===== src/core/uart_brg_pkg.sv =====
/*
 * constants, register layout and types for the baud generator and
 * receive status block. assumes a 32-bit axi4-lite register bus with
 * one aligned word per register, byte addresses as given below.
 */
`default_nettype none

package uart_brg_pkg;

	// register byte addresses on the axi4-lite bus
	localparam logic [4:0] OFS_DIVISOR = 5'h00; // baud_divisor_reg
	localparam logic [4:0] OFS_TXSC    = 5'h04; // transmit_status_control
	localparam logic [4:0] OFS_RXSC    = 5'h08; // receive_status_control
	localparam logic [4:0] OFS_RXBUF   = 5'h0c; // receive_data_buffer
	localparam logic [4:0] OFS_IRQ_ST  = 5'h10; // sticky events, w1c
	localparam logic [4:0] OFS_IRQ_MSK = 5'h14; // interrupt mask

	// transmit_status_control field positions
	localparam int TXSC_MASTER_BIT = 7; // clock source: 1 = internal
	localparam int TXSC_SYNC_BIT   = 4; // 1 = synchronous mode
	localparam int TXSC_HS_BIT     = 2; // high_speed_select

	// event bit positions in the interrupt status and mask registers
	localparam int EV_RX_BIT   = 0; // byte loaded into the buffer
	localparam int EV_OVR_BIT  = 1; // overrun
	localparam int EV_FRAMING_ERROR_FLAG_BIT = 2; // framing error
	localparam int EV_W        = 3;

	// reset values
	localparam logic [7:0] DIVISOR_RST = 8'h00;
	localparam logic [7:0] RXSC_RST    = 8'h00;

	// generator ratios: base tick every X+1 clocks, then a 4:1 prescale except in high-speed async mode
	localparam logic [1:0] PRE_LAST  = 2'h3; // 64/16 or 4/1, less one
	localparam logic [3:0] PH_LAST   = 4'hf; // 16 samples per async bit
	localparam logic [3:0] VOTE_PH0  = 4'h7; // three votes mid-bit
	localparam logic [3:0] VOTE_PH1  = 4'h8;
	localparam logic [3:0] VOTE_PH2  = 4'h9;
	localparam logic [3:0] BITS_8    = 4'h8;
	localparam logic [3:0] BITS_9    = 4'h9;

	// axi response codes
	localparam logic [1:0] RESP_OKAY   = 2'h0;
	localparam logic [1:0] RESP_SLVERR = 2'h2;

	// receive_status_control as held in hardware
	typedef struct packed {
		logic port_en;  // serial port enable
		logic rx9;      // nine_bit_receive_select
		logic single_receive_enable;     // single_receive_enable
		logic continuous_receive_enable;     // continuous_receive_enable
		logic address_detect_enable;    // address_detect_enable
		logic framing_error_flag;     // framing_error_flag
		logic overrun_error_flag;     // overrun_error_flag
		logic received_ninth_bit;     // received_ninth_bit
	} rxsc_t;

	typedef enum logic [1:0] {RX_IDLE, RX_START, RX_DATA, RX_STOP} rx_state_t;

endpackage

`default_nettype wire


===== src/core/uart_baud_gen_rx_status.sv =====
/*
 * baud generator and receive status logic with an axi4-lite register
 * slave. assumes the receive pin is asynchronous to aclk and that the
 * master keeps one write and one read in flight at most.
 */
// Our own choices: register access over AXI4-Lite and the register addresses.
`timescale 1ns/1ps
`default_nettype none

module uart_baud_gen_rx_status
	import uart_brg_pkg::*;
(
	input  wire logic        aclk,          // 100 MHz oscillator clock
	input  wire logic        aresetn,       // sync reset, active low
	input  wire logic [4:0]  s_axi_awaddr,  // write address
	input  wire logic        s_axi_awvalid, // write address valid
	output logic             s_axi_awready, // write address taken
	input  wire logic [31:0] s_axi_wdata,   // write data
	input  wire logic [3:0]  s_axi_wstrb,   // byte enables
	input  wire logic        s_axi_wvalid,  // write data valid
	output logic             s_axi_wready,  // write data taken
	output logic [1:0]       s_axi_bresp,   // write response
	output logic             s_axi_bvalid,  // write response valid
	input  wire logic        s_axi_bready,  // write response taken
	input  wire logic [4:0]  s_axi_araddr,  // read address
	input  wire logic        s_axi_arvalid, // read address valid
	output logic             s_axi_arready, // read address taken
	output logic [31:0]      s_axi_rdata,   // read data
	output logic [1:0]       s_axi_rresp,   // read response
	output logic             s_axi_rvalid,  // read data valid
	input  wire logic        s_axi_rready,  // read data taken
	input  wire logic        receive_data_pin, // serial input line
	output logic             bit_tick,      // one pulse per bit time
	output logic             irq            // level interrupt
);

	// register state
	logic [7:0]        div_r, div_nxt;        // baud_divisor_reg
	logic              master_r, master_nxt;
	logic              sync_r, sync_nxt;
	logic              hs_r, hs_nxt;          // high_speed_select
	rxsc_t             rxsc_r, rxsc_nxt;
	logic [7:0]        rbuf_r, rbuf_nxt;      // receive_data_buffer
	logic              full_r, full_nxt;
	logic [EV_W-1:0]   ist_r, ist_nxt;
	logic [EV_W-1:0]   imsk_r, imsk_nxt;
	logic              irq_r, irq_nxt;
	// generator state
	logic [7:0]        brg_r, brg_nxt;
	logic [1:0]        pre_r, pre_nxt;
	logic [3:0]        ph_r, ph_nxt;
	logic              tick_r, tick_nxt;
	// receiver state
	logic [2:0]        pin_r, pin_nxt;
	logic              lvl_r, lvl_nxt;
	rx_state_t         st_r, st_nxt;
	logic [3:0]        rph_r, rph_nxt;
	logic [2:0]        vote_r, vote_nxt;
	logic [8:0]        sr_r, sr_nxt;
	logic [3:0]        nbit_r, nbit_nxt;
	// bus state
	logic              awr_r, awr_nxt;
	logic              bval_r, bval_nxt;
	logic [1:0]        bresp_r, bresp_nxt;
	logic              arr_r, arr_nxt;
	logic              rval_r, rval_nxt;
	logic [31:0]       rdata_r, rdata_nxt;
	logic [1:0]        rresp_r, rresp_nxt;

	// decoded helpers
	logic              wr_fire, rd_fire, div_wr, rbuf_rd;
	logic              div4, base_tick, sample_tick, gen_en, rx_en;
	logic              maj, frame_end, bit8_in, drop, load;
	logic [7:0]        byte_in;
	logic [4:0]        waddr, raddr;
	logic [EV_W-1:0]   ev, clr;

	assign waddr = {s_axi_awaddr[4:2], 2'h0};
	assign raddr = {s_axi_araddr[4:2], 2'h0};
	assign wr_fire = awr_r & s_axi_awvalid & s_axi_wvalid;
	assign rd_fire = arr_r & s_axi_arvalid;
	assign div_wr  = wr_fire & s_axi_wstrb[0] & (waddr == OFS_DIVISOR);
	assign rbuf_rd = rd_fire & (raddr == OFS_RXBUF);

	// generator ticks; sync mode forces the 4:1 path whatever hs says
	assign div4        = sync_r | ~hs_r;
	assign base_tick   = (brg_r == div_r);
	assign sample_tick = base_tick & (~div4 | (pre_r == PRE_LAST));
	assign gen_en      = ~sync_r | master_r;
	// continuous receive wins over single receive
	assign rx_en = rxsc_r.port_en &
		(rxsc_r.continuous_receive_enable | (sync_r & rxsc_r.single_receive_enable));

	// majority of the three mid-bit samples
	assign maj = (vote_r[0] & vote_r[1]) | (vote_r[0] & vote_r[2]) |
		(vote_r[1] & vote_r[2]);
	assign frame_end = (st_r == RX_STOP) & sample_tick & (rph_r == PH_LAST);
	assign byte_in   = rxsc_r.rx9 ? sr_r[7:0] : sr_r[8:1];
	assign bit8_in   = rxsc_r.rx9 & sr_r[8];
	assign drop      = rxsc_r.rx9 & rxsc_r.address_detect_enable & ~bit8_in;
	assign load      = frame_end & ~drop & ~full_r;

	// baud generator next state: free-running, cleared by a divisor write
	always_comb begin
		brg_nxt  = brg_r;
		pre_nxt  = pre_r;
		ph_nxt   = ph_r;
		tick_nxt = 1'b0;
		if (div_wr) begin
			brg_nxt = 8'h00;
			pre_nxt = 2'h0;
			ph_nxt  = 4'h0;
		end else if (base_tick) begin
			brg_nxt = 8'h00;
			if (div4)
				pre_nxt = pre_r + 2'h1;
		end else begin
			brg_nxt = brg_r + 8'h01;
		end
		if (sample_tick & ~div_wr)
			ph_nxt = ph_r + 4'h1;
		// async bits span 16 samples, sync bits one
		if (sample_tick & gen_en & (sync_r | (ph_r == PH_LAST)))
			tick_nxt = 1'b1;
	end

	// receiver next state: filtered pin, votes, framing and flags
	always_comb begin
		pin_nxt  = {pin_r[1:0], receive_data_pin};
		// a change counts once the second and third stages agree
		lvl_nxt  = (pin_r[1] == pin_r[2]) ? pin_r[2] : lvl_r;
		st_nxt   = st_r;
		rph_nxt  = rph_r;
		vote_nxt = vote_r;
		sr_nxt   = sr_r;
		nbit_nxt = nbit_r;
		rbuf_nxt = rbuf_r;
		full_nxt = full_r & ~rbuf_rd;
		rxsc_nxt = rxsc_r;
		ev       = '0;
		if (sample_tick) begin
			rph_nxt = rph_r + 4'h1;
			if (rph_r == VOTE_PH0)
				vote_nxt[0] = lvl_r;
			if (rph_r == VOTE_PH1)
				vote_nxt[1] = lvl_r;
			if (rph_r == VOTE_PH2)
				vote_nxt[2] = lvl_r;
		end
		unique case (st_r)
			RX_IDLE: begin
				rph_nxt = 4'h0;
				// reception halts while an overrun is pending
				if (rx_en & ~sync_r & ~rxsc_r.overrun_error_flag & ~lvl_r)
					st_nxt = RX_START;
			end
			RX_START: begin
				if (sample_tick & (rph_r == PH_LAST)) begin
					nbit_nxt = 4'h0;
					// a start bit that votes high was a glitch
					st_nxt = maj ? RX_IDLE : RX_DATA;
				end
			end
			RX_DATA: begin
				if (sample_tick & (rph_r == PH_LAST)) begin
					sr_nxt   = {maj, sr_r[8:1]};
					nbit_nxt = nbit_r + 4'h1;
					if ((nbit_r + 4'h1) ==
						(rxsc_r.rx9 ? BITS_9 : BITS_8))
						st_nxt = RX_STOP;
				end
			end
			RX_STOP: begin
				if (frame_end)
					st_nxt = RX_IDLE;
			end
		endcase
		if (frame_end & ~drop) begin
			if (full_r) begin
				rxsc_nxt.overrun_error_flag  = 1'b1;
				ev[EV_OVR_BIT] = 1'b1;
			end else begin
				rbuf_nxt        = byte_in;
				rxsc_nxt.received_ninth_bit   = bit8_in;
				rxsc_nxt.framing_error_flag   = ~maj;
				full_nxt        = 1'b1;
				ev[EV_RX_BIT]   = 1'b1;
				ev[EV_FRAMING_ERROR_FLAG_BIT] = ~maj;
			end
		end
		if (~rx_en | sync_r)
			st_nxt = RX_IDLE;
		// software control bits; status bits are read-only
		if (wr_fire & s_axi_wstrb[0] & (waddr == OFS_RXSC)) begin
			rxsc_nxt.port_en = s_axi_wdata[7];
			rxsc_nxt.rx9     = s_axi_wdata[6];
			rxsc_nxt.single_receive_enable    = s_axi_wdata[5];
			rxsc_nxt.continuous_receive_enable    = s_axi_wdata[4];
			rxsc_nxt.address_detect_enable   = s_axi_wdata[3];
		end
		// overrun stays until continuous receive goes low
		if (~rxsc_nxt.continuous_receive_enable)
			rxsc_nxt.overrun_error_flag = 1'b0;
	end

	// bus slave and remaining registers next state
	always_comb begin
		awr_nxt    = awr_r;
		bval_nxt   = bval_r & ~s_axi_bready;
		bresp_nxt  = bresp_r;
		arr_nxt    = arr_r;
		rval_nxt   = rval_r & ~s_axi_rready;
		rdata_nxt  = rdata_r;
		rresp_nxt  = rresp_r;
		div_nxt    = div_r;
		master_nxt = master_r;
		sync_nxt   = sync_r;
		hs_nxt     = hs_r;
		imsk_nxt   = imsk_r;
		clr        = '0;
		// both write channels are taken together in one cycle
		if (~awr_r & ~bval_r & s_axi_awvalid & s_axi_wvalid)
			awr_nxt = 1'b1;
		if (wr_fire) begin
			awr_nxt   = 1'b0;
			bval_nxt  = 1'b1;
			bresp_nxt = RESP_OKAY;
			if (s_axi_wstrb[0]) begin
				unique case (waddr)
					OFS_DIVISOR: div_nxt = s_axi_wdata[7:0];
					OFS_TXSC: begin
						master_nxt = s_axi_wdata[TXSC_MASTER_BIT];
						sync_nxt   = s_axi_wdata[TXSC_SYNC_BIT];
						hs_nxt     = s_axi_wdata[TXSC_HS_BIT];
					end
					OFS_IRQ_ST:  clr = s_axi_wdata[EV_W-1:0];
					OFS_IRQ_MSK: imsk_nxt = s_axi_wdata[EV_W-1:0];
					OFS_RXSC, OFS_RXBUF: ;
					default: bresp_nxt = RESP_SLVERR;
				endcase
			end
		end
		if (~arr_r & ~rval_r & s_axi_arvalid)
			arr_nxt = 1'b1;
		if (rd_fire) begin
			arr_nxt   = 1'b0;
			rval_nxt  = 1'b1;
			rresp_nxt = RESP_OKAY;
			rdata_nxt = 32'h0;
			unique case (raddr)
				OFS_DIVISOR: rdata_nxt[7:0] = div_r;
				OFS_TXSC: begin
					rdata_nxt[TXSC_MASTER_BIT] = master_r;
					rdata_nxt[TXSC_SYNC_BIT]   = sync_r;
					rdata_nxt[TXSC_HS_BIT]     = hs_r;
				end
				OFS_RXSC:    rdata_nxt[7:0] = rxsc_r;
				OFS_RXBUF:   rdata_nxt[7:0] = rbuf_r;
				OFS_IRQ_ST:  rdata_nxt[EV_W-1:0] = ist_r;
				OFS_IRQ_MSK: rdata_nxt[EV_W-1:0] = imsk_r;
				default:     rresp_nxt = RESP_SLVERR;
			endcase
		end
		// a new event in the clearing cycle wins over the clear
		ist_nxt = (ist_r & ~clr) | ev;
		irq_nxt = |(ist_nxt & imsk_nxt);
	end

	// one register stage for everything
	always_ff @(posedge aclk) begin
		if (!aresetn) begin
			div_r   <= DIVISOR_RST;
			master_r <= 1'b0;
			sync_r  <= 1'b0;
			hs_r    <= 1'b0;
			rxsc_r  <= RXSC_RST;
			rbuf_r  <= 8'h00;
			full_r  <= 1'b0;
			ist_r   <= '0;
			imsk_r  <= '0;
			irq_r   <= 1'b0;
			brg_r   <= 8'h00;
			pre_r   <= 2'h0;
			ph_r    <= 4'h0;
			tick_r  <= 1'b0;
			pin_r   <= 3'h7;
			lvl_r   <= 1'b1;
			st_r    <= RX_IDLE;
			rph_r   <= 4'h0;
			vote_r  <= 3'h7;
			sr_r    <= 9'h000;
			nbit_r  <= 4'h0;
			awr_r   <= 1'b0;
			bval_r  <= 1'b0;
			bresp_r <= RESP_OKAY;
			arr_r   <= 1'b0;
			rval_r  <= 1'b0;
			rdata_r <= 32'h0;
			rresp_r <= RESP_OKAY;
		end else begin
			div_r   <= div_nxt;
			master_r <= master_nxt;
			sync_r  <= sync_nxt;
			hs_r    <= hs_nxt;
			rxsc_r  <= rxsc_nxt;
			rbuf_r  <= rbuf_nxt;
			full_r  <= full_nxt;
			ist_r   <= ist_nxt;
			imsk_r  <= imsk_nxt;
			irq_r   <= irq_nxt;
			brg_r   <= brg_nxt;
			pre_r   <= pre_nxt;
			ph_r    <= ph_nxt;
			tick_r  <= tick_nxt;
			pin_r   <= pin_nxt;
			lvl_r   <= lvl_nxt;
			st_r    <= st_nxt;
			rph_r   <= rph_nxt;
			vote_r  <= vote_nxt;
			sr_r    <= sr_nxt;
			nbit_r  <= nbit_nxt;
			awr_r   <= awr_nxt;
			bval_r  <= bval_nxt;
			bresp_r <= bresp_nxt;
			arr_r   <= arr_nxt;
			rval_r  <= rval_nxt;
			rdata_r <= rdata_nxt;
			rresp_r <= rresp_nxt;
		end
	end

	assign s_axi_awready = awr_r;
	assign s_axi_wready  = awr_r;
	assign s_axi_bvalid  = bval_r;
	assign s_axi_bresp   = bresp_r;
	assign s_axi_arready = arr_r;
	assign s_axi_rvalid  = rval_r;
	assign s_axi_rdata   = rdata_r;
	assign s_axi_rresp   = rresp_r;
	assign bit_tick      = tick_r;
	assign irq           = irq_r;

	// checking helpers: clocks since the last sample tick, and whether
	// any register was written in that span
	logic [9:0] gap_r;
	logic       dirty_r;
	always_ff @(posedge aclk) begin
		if (!aresetn) begin
			gap_r   <= 10'h000;
			dirty_r <= 1'b1;
		end else begin
			gap_r   <= (sample_tick | div_wr) ? 10'h000 : gap_r + 10'h001;
			// a write on a tick edge taints the span that follows it
			dirty_r <= wr_fire ? 1'b1 :
				(sample_tick ? 1'b0 : dirty_r);
		end
	end
endmodule // uart_baud_gen_rx_status

`default_nettype wire


===== config.mk =====
export PLATFORM = sky130hd
export DESIGN_NAME = uart_baud_gen_rx_status
export DESIGN_NICKNAME = d
export VERILOG_FILES = /design/src/core/uart_brg_pkg.sv /design/src/core/uart_baud_gen_rx_status.sv
export SDC_FILE = /design/constraint.sdc
export NUM_CORES = 1
export LEC_CHECK = 0
export ABC_AREA = 1
export BUFFER_PORTS_ARGS = -buffer_cell sky130_fd_sc_hd__buf_2
export CAP_MARGIN = 25
export CORE_UTILIZATION = 40
export CTS_BUF_LIST = sky130_fd_sc_hd__clkbuf_4 sky130_fd_sc_hd__clkbuf_8
export CTS_CLUSTER_DIAMETER = 100
export DETAILED_ROUTE_END_ITERATION = 10
export PLACE_DENSITY = 0.71
export SLEW_MARGIN = 15
export SYNTH_ARGS = -nofsm -noshare
export SYNTH_HDL_FRONTEND = slang
export SYNTH_SLANG_ARGS = --single-unit

===== constraint.sdc =====
create_clock -name aclk -period 2.2 [get_ports aclk]
set_clock_uncertainty 0.05 [all_clocks]
set_input_delay 0.11 -clock aclk [delete_from_list [all_inputs] [get_ports aclk]]
set_output_delay 0.11 -clock aclk [all_outputs]
set_load 0.02 [all_outputs]

==> flow_metrics.py, run 1 <==
metrics = {
    "logic_synthesis": {
        "synthCells": 560,
        "yosysTopAreaCellShare": 0.433,
        "synth_simple_gate_area_frac": 0.210,
        "syn_area_um2": 4160,
        "yosysWarnings": 0,
        "ys.flop_type": "dfxtp_1",
        "synth_top_family_by_area": "simple AND/OR/NAND/NOR gates",
        "synth_edf_count": 0,
        "ys_seq_area_frac": 0.433,
        "synth_compound_area_frac": 0.188,
        "avgSynthCellArea_um2": 7.43,
        "ys_seq_elements": 90,
        "synthMuxAreaShare": 0,
        "synthTopCellsByArea": "dfxtp_1 (43%), o21ai_0 (8.1%), nand2_1 (7.7%)",
        "async_reset_ff_frac": 0,
        "synth.distinct_cells": 36,
        "yosys.area.top_type": "dfxtp_1",
        "synth_fa_ha_area_frac": 0.0235,
        "synthXorXnorAreaFrac": 0.0168,
    },
    "placed_design": {
        "place_inst": 722,
        "placed_cell_area_um2": 4390,
        "numPortBuffers": 39,
        "post-dp-hpwl_mm": 7.00,
        "place.gp.congestion": 0.848,
    },
    "finish": {
        "stdcell_count": 754,
        "drive_gt1_frac": 0.121,
        "nets": 677,
        "final_area_um2": 4780,
        "syn2layout_area_growth_pct": 14.9,
        "diodes": 0,
        "layout_common_cells": "dfxtp_1 (90), nand2_1 (85), inv_1 (67), o21ai_0 (67), a21oi_1 (54)",
        "final_common_cell": "dfxtp_1",
    },
    "cts": {
        "root_buffer": "clkbuf_8",
        "cts_tree": "done",
        "clock_latency_ns": 0.37,
        "cts_buffer_depth": 2,
        "clk_pin_slew_ns": 0.09,
        "cts_buffers": 9,
        "clkSinkCount": 90,
        "htree_levels": 3,
    },
    "routing": {
        "drcViolationCount": 0,
        "drtIter0Drc": 227,
        "via_count": 3761,
        "viasPerCell": 4.99,
        "drt_first_pass_iters": 6,
        "postRouteAntennaNets": 0,
        "wl_per_cell_um": 12.3,
        "routed_wl_mm": 9.29,
    },
    "floorplanning": {
        "pin_count": 97,
        "dieHeight_um": 104,
        "die_area_um2": 10800,
        "die_x_um": 104,
        "start_util": 0.420,
        "core_region_area_um2": 9910,
        "num_rows": 36,
    },
    "critical_path": {
        "required_ns": 2.45,
        "worst-setup-path-type": "reg2reg",
        "crit_path_start_kind": "register",
        "worst_ep_arrival_time_ns": 2.16,
        "worstPathMaxFanout": 8,
        "setup.worst_path.end_class": "register",
    },
    "sta": {
        "fmax_mhz": 525,
        "tns_ns": 0,
        "relSlewSlack": 0.668,
        "setup_viol": 0,
        "hold_violations": 0,
        "tightest_slew_ns": 0.493,
        "fin_crit_ns": 1.91,
        "rsz0062_at_grt": "no",
        "period_share": 0.866,
        "drv_slew": 0,
    },
    "global_routing": {
        "grt_max_degree": 34,
        "grt_pass1_vias": 3416,
        "grt_antenna_before_repair": 0,
        "grt_pass1_wl_mm": 15.8,
        "grt_overflow": 0,
        "grt_usage": 0.180,
    },
    "pwr": {
        "power.total_uw": 3150,
        "p_per_area_nw_per_um2": 660,
        "ir_drop_mv": 0.337,
        "leakage_uw": 0.00194,
    },
    "worst_hold_path": {
        "worst_hold_path_type": "in2reg",
    },
    "run_status": {
        "status": "completed",
    },
    "flow_run": {
        "drv_cap": 0,
    },
}
==> metrics by stage <==
stage | util | hold slack (ns) | setup WS [ns]
after floorplan | - | 0.167 | 0.519
after global placement | 0.443 | 0.247 | 0.225
after detailed placement | 0.443 | 0.248 | 0.187
after CTS | 0.482 | 0.0133 | 0.155
after global routing | 0.483 | 0.0338 | 0.0868
final | 0.483 | 0.0211 | 0.295
==> worst paths after layout <==
path,cells past startpoint,from,slack [ns],end
setup / recovery,9,rph_r[0],0.29,irq
hold / removal,3,s_axi_araddr[4],0.02,s_axi_rresp[1]
setup reg to reg,9,rph_r[0],0.29,irq
hold reg to reg,1,pin_r[0],0.38,pin_r[1]
==> final cells by class <==
class	instances	area [µm²]
fill	974	5130
inverter	70	267
clock buffer	10	131
tap	133	166
multi-input combinational	384	1930
timing repair buffer	61	400
sequential	90	1800
clock inverter	6	90.1
==> report_power, final <==
group | switching (µW) | leakage [µW] | total (µW) | internal [µW]
Combinational | 161 | 0.00110 | 239 | 78.4
Sequential | 13.0 | 0.000727 | 1660 | 1650
Clock | 596 | 0.000110 | 1250 | 657
Total | 770 | 0.00194 | 3150 | 2380
==> cells in the mapped netlist (4+ instances only) <==
cell and n:
dfxtp_1 90, ha_1 7, nand3_1 28, buf_4 28
nor3_1 14, clkbuf_1 10, xnor2_1 5, nand4_1 6
inv_1 68, nand2_1 85, or2_2 5, a21oi_1 54
a221oi_1 4, o22ai_1 7, nor2_1 46, o21ai_0 67
a211oi_1 5
==> critical path, stage by stage (launching register included) <==
cell and delay (ns):
dfxtp_1 0.41, ha_1 0.17, inv_1 0.05, nor3_1 0.20, nand4_1 0.30, nor2_4 0.27, nand3_1 0.17, nand2_1 0.09
nand2_1 0.05, nand3_1 0.08
==> layer usage <==
layer	share of wire	track usage
met1	0.47	0.232
met5	0	0
met4	0.012	0.0469
met2	0.46	0.300
met3	0.056	0.0464
==> sequential cells by signal, summed over array words and instances, names as in the netlist, 3 cells and up, named ones only <==
signal / count
rph_r: 4
rbuf_r: 8
rxsc_r: 8
imsk_r: 3
nbit_r: 4
ist_r: 3
div_r: 8
pin_r: 3
s_axi_rdata: 8
vote_r: 3
brg_r: 8
ph_r: 4
sr_r: 9
==> cells by family (layout without fill, tap and decap cells) <==
logic type      Yosys count  count (layout)
buf+inv                 111             147
fa+ha+maj                 8               8
compound gates          145             145
other cells               1              26
flops                    90              90
xor+xnor                  8               8
simple gates            197             197
==> timing repair <==
action	in CTS	in global routing
endpoints found under the hold margin	17	0
endpoints found under the setup margin	0	9
buffers inserted	0	0
resized for setup	0	2
hold buffers	16	0
No activity file was read; power rests on OpenSTA's default activity.
==> run 2, diff against run 1 <==
- ABC_AREA: 1 -> unset
==> flow_metrics.py, run 2 <==
metrics = {
    "critical_path": {
        "crit_path_start_kind": "register",
        "timing.critical_path.from": "brg_r[3]",
        "r2r-start": "brg_r[3]",
        "worst-setup-path-type": "reg2reg",
        "worst_ep_arrival_time_ns": 2.36,
        "r2r_slack_ns": 0.08,
        "required_ns": 2.44,
        "setup.worst_path.end_class": "register",
        "worstPathMaxFanout": 6,
    },
    "logic_synthesis": {
        "synthMuxAreaShare": 0.122,
        "synthCells": 476,
        "yosys.area.top_type": "dfxtp_1",
        "synth_simple_gate_area_frac": 0.194,
        "avgSynthCellArea_um2": 9.18,
        "yosysTopAreaCellShare": 0.412,
        "synth_compound_area_frac": 0.129,
        "synth_top_cells_by_count": "dfxtp_1 (90), nor2_1 (68), mux2i_1 (42)",
        "synthXorXnorAreaFrac": 0.0516,
        "yosysWarnings": 0,
        "ys.flop_type": "dfxtp_1",
        "synth_top_family_by_area": "simple AND/OR/NAND/NOR gates",
        "ys_seq_elements": 90,
        "ys_seq_area_frac": 0.412,
        "synth_edf_count": 0,
        "synthTopCellsByArea": "dfxtp_1 (41%), mux2i_1 (9.6%), nor2_1 (5.8%)",
        "synth.distinct_cells": 52,
        "async_reset_ff_frac": 0,
        "syn_area_um2": 4370,
        "synth_most_common_cell": "dfxtp_1",
        "synth_fa_ha_area_frac": 0.0201,
    },
    "floorplanning": {
        "die_x_um": 107,
        "die_area_um2": 11300,
        "start_util": 0.417,
        "core_region_area_um2": 10500,
        "pin_count": 97,
        "dieHeight_um": 107,
        "num_rows": 37,
    },
    "finish": {
        "stdcell_count": 679,
        "largest_reg_flops": 9,
        "fill_cells": 1003,
        "final_common_cell": "dfxtp_1",
        "top_register": "sr_r",
        "drive_gt1_frac": 0.190,
        "final-seq-area_um2": 1800,
        "multi_input_comb_area_um2": 2390,
        "nets": 599,
        "syn2layout_area_growth_pct": 15.5,
        "diodes": 0,
        "layout_common_cells": "dfxtp_1 (90), nor2_1 (68), mux2i_1 (42)",
    },
    "sta": {
        "relSlewSlack": 0.630,
        "fin_crit_ns": 2.12,
        "drv_slew": 0,
        "fin_ws_ns": 0.0825,
        "fmax_mhz": 472,
        "tns_ns": 0,
        "tightest_slew_ns": 0.553,
        "setup_viol": 0,
        "rsz0062_at_grt": "no",
        "hold_violations": 0,
        "period_share": 0.962,
    },
    "pwr": {
        "p_per_area_nw_per_um2": 582,
        "leakage_uw": 0.00194,
        "ir_drop_mv": 0.259,
    },
    "global_routing": {
        "grt_usage": 0.178,
        "grt_pass1_wl_mm": 16.0,
        "grt_max_degree": 42,
        "grt_antenna_before_repair": 0,
        "grt_pass1_vias": 3291,
        "grt_overflow": 0,
    },
    "routing": {
        "routed_wl_mm": 9.86,
        "wl_per_cell_um": 14.5,
        "postRouteAntennaNets": 0,
        "drt_first_pass_iters": 5,
        "drtIter0Drc": 181,
        "viasPerCell": 5.33,
        "drcViolationCount": 0,
        "via_count": 3622,
    },
    "worst_hold_path": {
        "worst_hold_path_type": "in2reg",
        "hold_path.startpoint": "s_axi_wdata[2]",
    },
    "placed_design": {
        "place.gp.congestion": 0.831,
        "pre_cts_slack_ns": 0.109,
        "place_inst": 651,
        "post-dp-hpwl_mm": 7.21,
        "numPortBuffers": 39,
    },
    "run_status": {
        "status": "completed",
    },
    "cts": {
        "cts_buffers": 9,
        "cts_tree": "done",
        "clk_pin_slew_ns": 0.10,
        "htree_levels": 3,
        "clkSinkCount": 90,
        "root_buffer": "clkbuf_8",
        "clock_latency_ns": 0.37,
        "cts_buffer_depth": 2,
        "cts_setup_buffers": 0,
    },
    "flow_run": {
        "drv_cap": 0,
    },
}
[run 2: cell types whose count changed in the layout (fill, tap and decap cells not counted), sizes merged, moves of 7 or more]
cell,before,now
nor2,51,68
nand3,29,20
a21oi,54,34
inv,68,6
o21ai,67,15
nand2,86,20
buf,45,62
mux2i,0,42
nand2b,0,7
xnor2,5,14
a311oi,0,9
[run 2: worst paths after layout]
kind | to | cells after the start
hold / removal | imsk_r[2] | 3
hold reg to reg | pin_r[1] | 1
setup / recovery | register | 5
setup reg to reg | register | 5
[run 2: metrics by stage]
stage	hold slack (ns)	instance area (µm²)	power (µW)	util
6_report	0.0121	5040	2930	0.482
3_5_place_dp	0.250	4720	1920	0.451
3_3_place_gp	0.250	4720	1910	0.451
5_1_grt	0.0345	5040	3050	0.482
2_1_floorplan	0.133	4460	1880	-
4_1_cts	0.00174	5020	2960	0.480
[run 2: cells by family (layout without fill, tap and decap cells)]
family / count (synthesis) / count (layout)
AND/OR/NAND/NOR: 166 / 166
flip-flops: 90 / 90
buffers and inverters: 53 / 95
multiplexers: 50 / 50
AO/OA/AOI/OAI: 88 / 88
adder cells (fa/ha/maj): 7 / 7
other: 1 / 26
XOR/XNOR: 21 / 21
[run 2: per-layer routing]
layer	share of wire	wire length, µm	GRT usage	vias to the layer above
li1	-	-	-	1773
met1	0.46	4510	0.232	1714
met2	0.46	4510	0.291	121
met3	0.065	642	0.0349	14
met4	0.020	199	0.0675	0
met5	0	0	0	-
[run 2: report_power, final]
| part | leakage, µW | total [µW] | internal, µW | switching, µW |
|---|---|---|---|---|
| Clock | 0.0000818 | 1030 | 416 | 616 |
| Sequential | 0.000727 | 1670 | 1650 | 17.4 |
| Combinational | 0.00113 | 236 | 80.9 | 156 |
[run 2: worst max-delay path, cell delays in order (launching register included)]
cell and delay (ns):
dfxtp_1 0.48, xnor2_4 0.16, nand4_2 0.12, or4_4 0.60, or4_1 0.48, a21oi_1 0.15
[run 2: repair_timing]
action,in CTS,in global routing
gates resized for setup,0,4
endpoints found under the hold margin,18,0
hold buffers,12,0
setup endpoints to repair,0,4
[run 2: cell type report]
class                           instances  area share
Clock buffer                            9      0.0246
Clock inverter                          7      0.0107
Inverter                                5     0.00372
Multi-Input combinational cell        358       0.473
Sequential cell                        90       0.357
Tap cell                              136      0.0337
Timing Repair Buffer                   74      0.0968
==> run 3, diff against run 2 <==
- ABC_AREA: unset -> 1
- CTS_BUF_LIST: sky130_fd_sc_hd__clkbuf_4 sky130_fd_sc_hd__clkbuf_8 -> sky130_fd_sc_hd__clkbuf_8 sky130_fd_sc_hd__clkbuf_16
==> flow_metrics.py, run 3 (same netlist as run 1, synthesis figures left out) <==
metrics = {
    "run_status": {
        "status": "completed",
    },
    "critical_path": {
        "worst_ep_arrival_time_ns": 2.11,
        "worst-setup-path-type": "reg2reg",
        "crit_path_start_kind": "register",
        "r2r_slack_ns": 0.30,
        "worstReg2RegEnd": "bit_tick",
        "setup.worst_path.end_class": "register",
        "reg2reg_depth": 9,
        "required_ns": 2.41,
        "worstPathMaxFanout": 12,
        "crit_slowest_cell": "dfxtp_1",
        "path_cells": "nand2_1 -> nand2_1 -> nand2_1 -> nor2_2 -> nand3_2 -> buf_4 -> inv_1 -> o21ai_0 -> a211oi_1",
        "crit_top_cell": "nand2_1",
        "crit_cells": 9,
        "max_stage_delay_ns": 0.39,
        "crit_family": "simple AND/OR/NAND/NOR gates",
        "worstPathBufferInverterCount": 2,
        "r2r-start": "brg_r[1]",
    },
    "routing": {
        "via_count": 3748,
        "drt_first_pass_iters": 5,
        "postRouteAntennaNets": 0,
        "wl_per_cell_um": 12.4,
        "routed_wl_mm": 9.32,
        "drcViolationCount": 0,
        "viasPerCell": 4.97,
        "drtIter0Drc": 225,
    },
    "global_routing": {
        "grt_usage": 0.180,
        "grt_pass1_wl_mm": 15.8,
        "grt_pass1_vias": 3426,
        "grt_overflow": 0,
        "grt_max_degree": 34,
        "grt_antenna_before_repair": 0,
    },
    "floorplanning": {
        "core_region_area_um2": 9910,
        "dieHeight_um": 104,
        "die_area_um2": 10800,
        "num_rows": 36,
        "pin_count": 97,
        "start_util": 0.420,
        "die_x_um": 104,
    },
    "cts": {
        "cts_buffer_depth": 2,
        "root_buffer": "clkbuf_8",
        "clock_latency_ns": 0.37,
        "cts_tree": "done",
        "htree_levels": 3,
        "cts_buffers": 9,
        "clkSinkCount": 90,
        "clk_pin_slew_ns": 0.09,
    },
    "worst_hold_path": {
        "hold_path.startpoint": "s_axi_araddr[4]",
        "holdPathStages": 3,
        "min_to": "s_axi_rresp[1]",
        "worst_hold_path_type": "in2reg",
    },
    "finish": {
        "final_area_um2": 4780,
        "layout_common_cells": "dfxtp_1 (90), nand2_1 (85), inv_1 (68)",
        "nets": 677,
        "final_common_cell": "dfxtp_1",
        "drive_gt1_frac": 0.119,
        "syn2layout_area_growth_pct": 14.9,
        "top_register": "sr_r",
        "diodes": 0,
        "largest_reg_flops": 9,
    },
    "sta": {
        "whs_ns": 0.0242,
        "relSlewSlack": 0.669,
        "drv_slew": 0,
        "fmax_mhz": 525,
        "tns_ns": 0,
        "hold_violations": 0,
        "period_share": 0.865,
        "fin_crit_ns": 1.90,
        "setup_viol": 0,
        "tightest_slew_ns": 0.491,
        "rsz0062_at_grt": "no",
    },
    "placed_design": {
        "place.gp.congestion": 0.848,
        "placed_cell_area_um2": 4390,
        "numPortBuffers": 39,
        "post-dp-hpwl_mm": 7.00,
    },
    "pwr": {
        "ir_drop_mv": 0.338,
        "leakage_uw": 0.00194,
        "p_per_area_nw_per_um2": 656,
        "power.total_uw": 3140,
    },
    "flow_run": {
        "drv_cap": 0,
    },
}
run 3: cell types whose count changed in the layout (fill, tap and decap cells not counted), sizes merged, moves of 7 or more:
cell / previous run / this run
nand2: 20 / 86
xnor2: 14 / 5
mux2i: 42 / 0
o21ai: 15 / 67
nor2: 68 / 51
a311oi: 9 / 0
nand2b: 7 / 0
a21oi: 34 / 54
inv: 6 / 69
buf: 62 / 45
nand3: 20 / 29
run 3: tightest hold or removal path, cell delays in order:
cell     delay (ns)
buf_2          0.14
a21oi_1        0.08
nor2_1         0.09
run 3: per-stage QoR:
step | worst slack (ns) | utilization | cells
6_report | 0.297 | 0.482 | 754
5_1_grt | 0.0692 | 0.482 | 754
4_1_cts | 0.155 | 0.481 | 754
3_5_place_dp | 0.187 | 0.443 | 722
3_3_place_gp | 0.225 | 0.443 | 722
2_1_floorplan | 0.519 | - | 585
run 3: layout make-up:
| cell class | instances | area [µm²] |
|---|---|---|
| inverters | 70 | 267 |
| multi-input cells | 384 | 1930 |
| well taps | 133 | 166 |
| clock buffers | 9 | 124 |
| flip-flops and latches | 90 | 1800 |
| clock inverters | 7 | 93.8 |
| fillers | 974 | 5130 |
| repair buffers | 61 | 400 |
run 3: what timing repair did:
action / 4_1_cts / 5_1_grt
endpoints found under the hold margin: 17 / 0
buffers inserted: 0 / 0
setup endpoints to repair: 0 / 9
hold buffers: 16 / 0
gates resized for setup: 0 / 2
run 3: per-layer routing:
| metal | GRT usage | vias to the layer above | wire [µm] |
|---|---|---|---|
| met5 | 0 | - | 0 |
| met4 | 0.0469 | 0 | 101 |
| met3 | 0.0464 | 11 | 510 |
| met2 | 0.302 | 116 | 4350 |
| met1 | 0.230 | 1709 | 4350 |
| li1 | - | 1912 | - |
run 3: where the power goes:
part / total (µW) / switching (µW) / internal, µW
logic: 239 / 161 / 78.4
registers: 1660 / 12.9 / 1650
clock network: 1230 / 594 / 640
run 3: worst max-delay path by stage:
stage / start / end / slack (ns)
global placement: brg_r[0] / rbuf_r[7] / 0.23
detailed placement: div_r[6] / rbuf_r[0] / 0.19
floorplan: s_axi_awready / brg_r[3] / 0.52
CTS: div_r[1] / rbuf_r[0] / 0.15
global route: brg_r[0] / bit_tick / 0.07
finish: brg_r[1] / bit_tick / 0.30
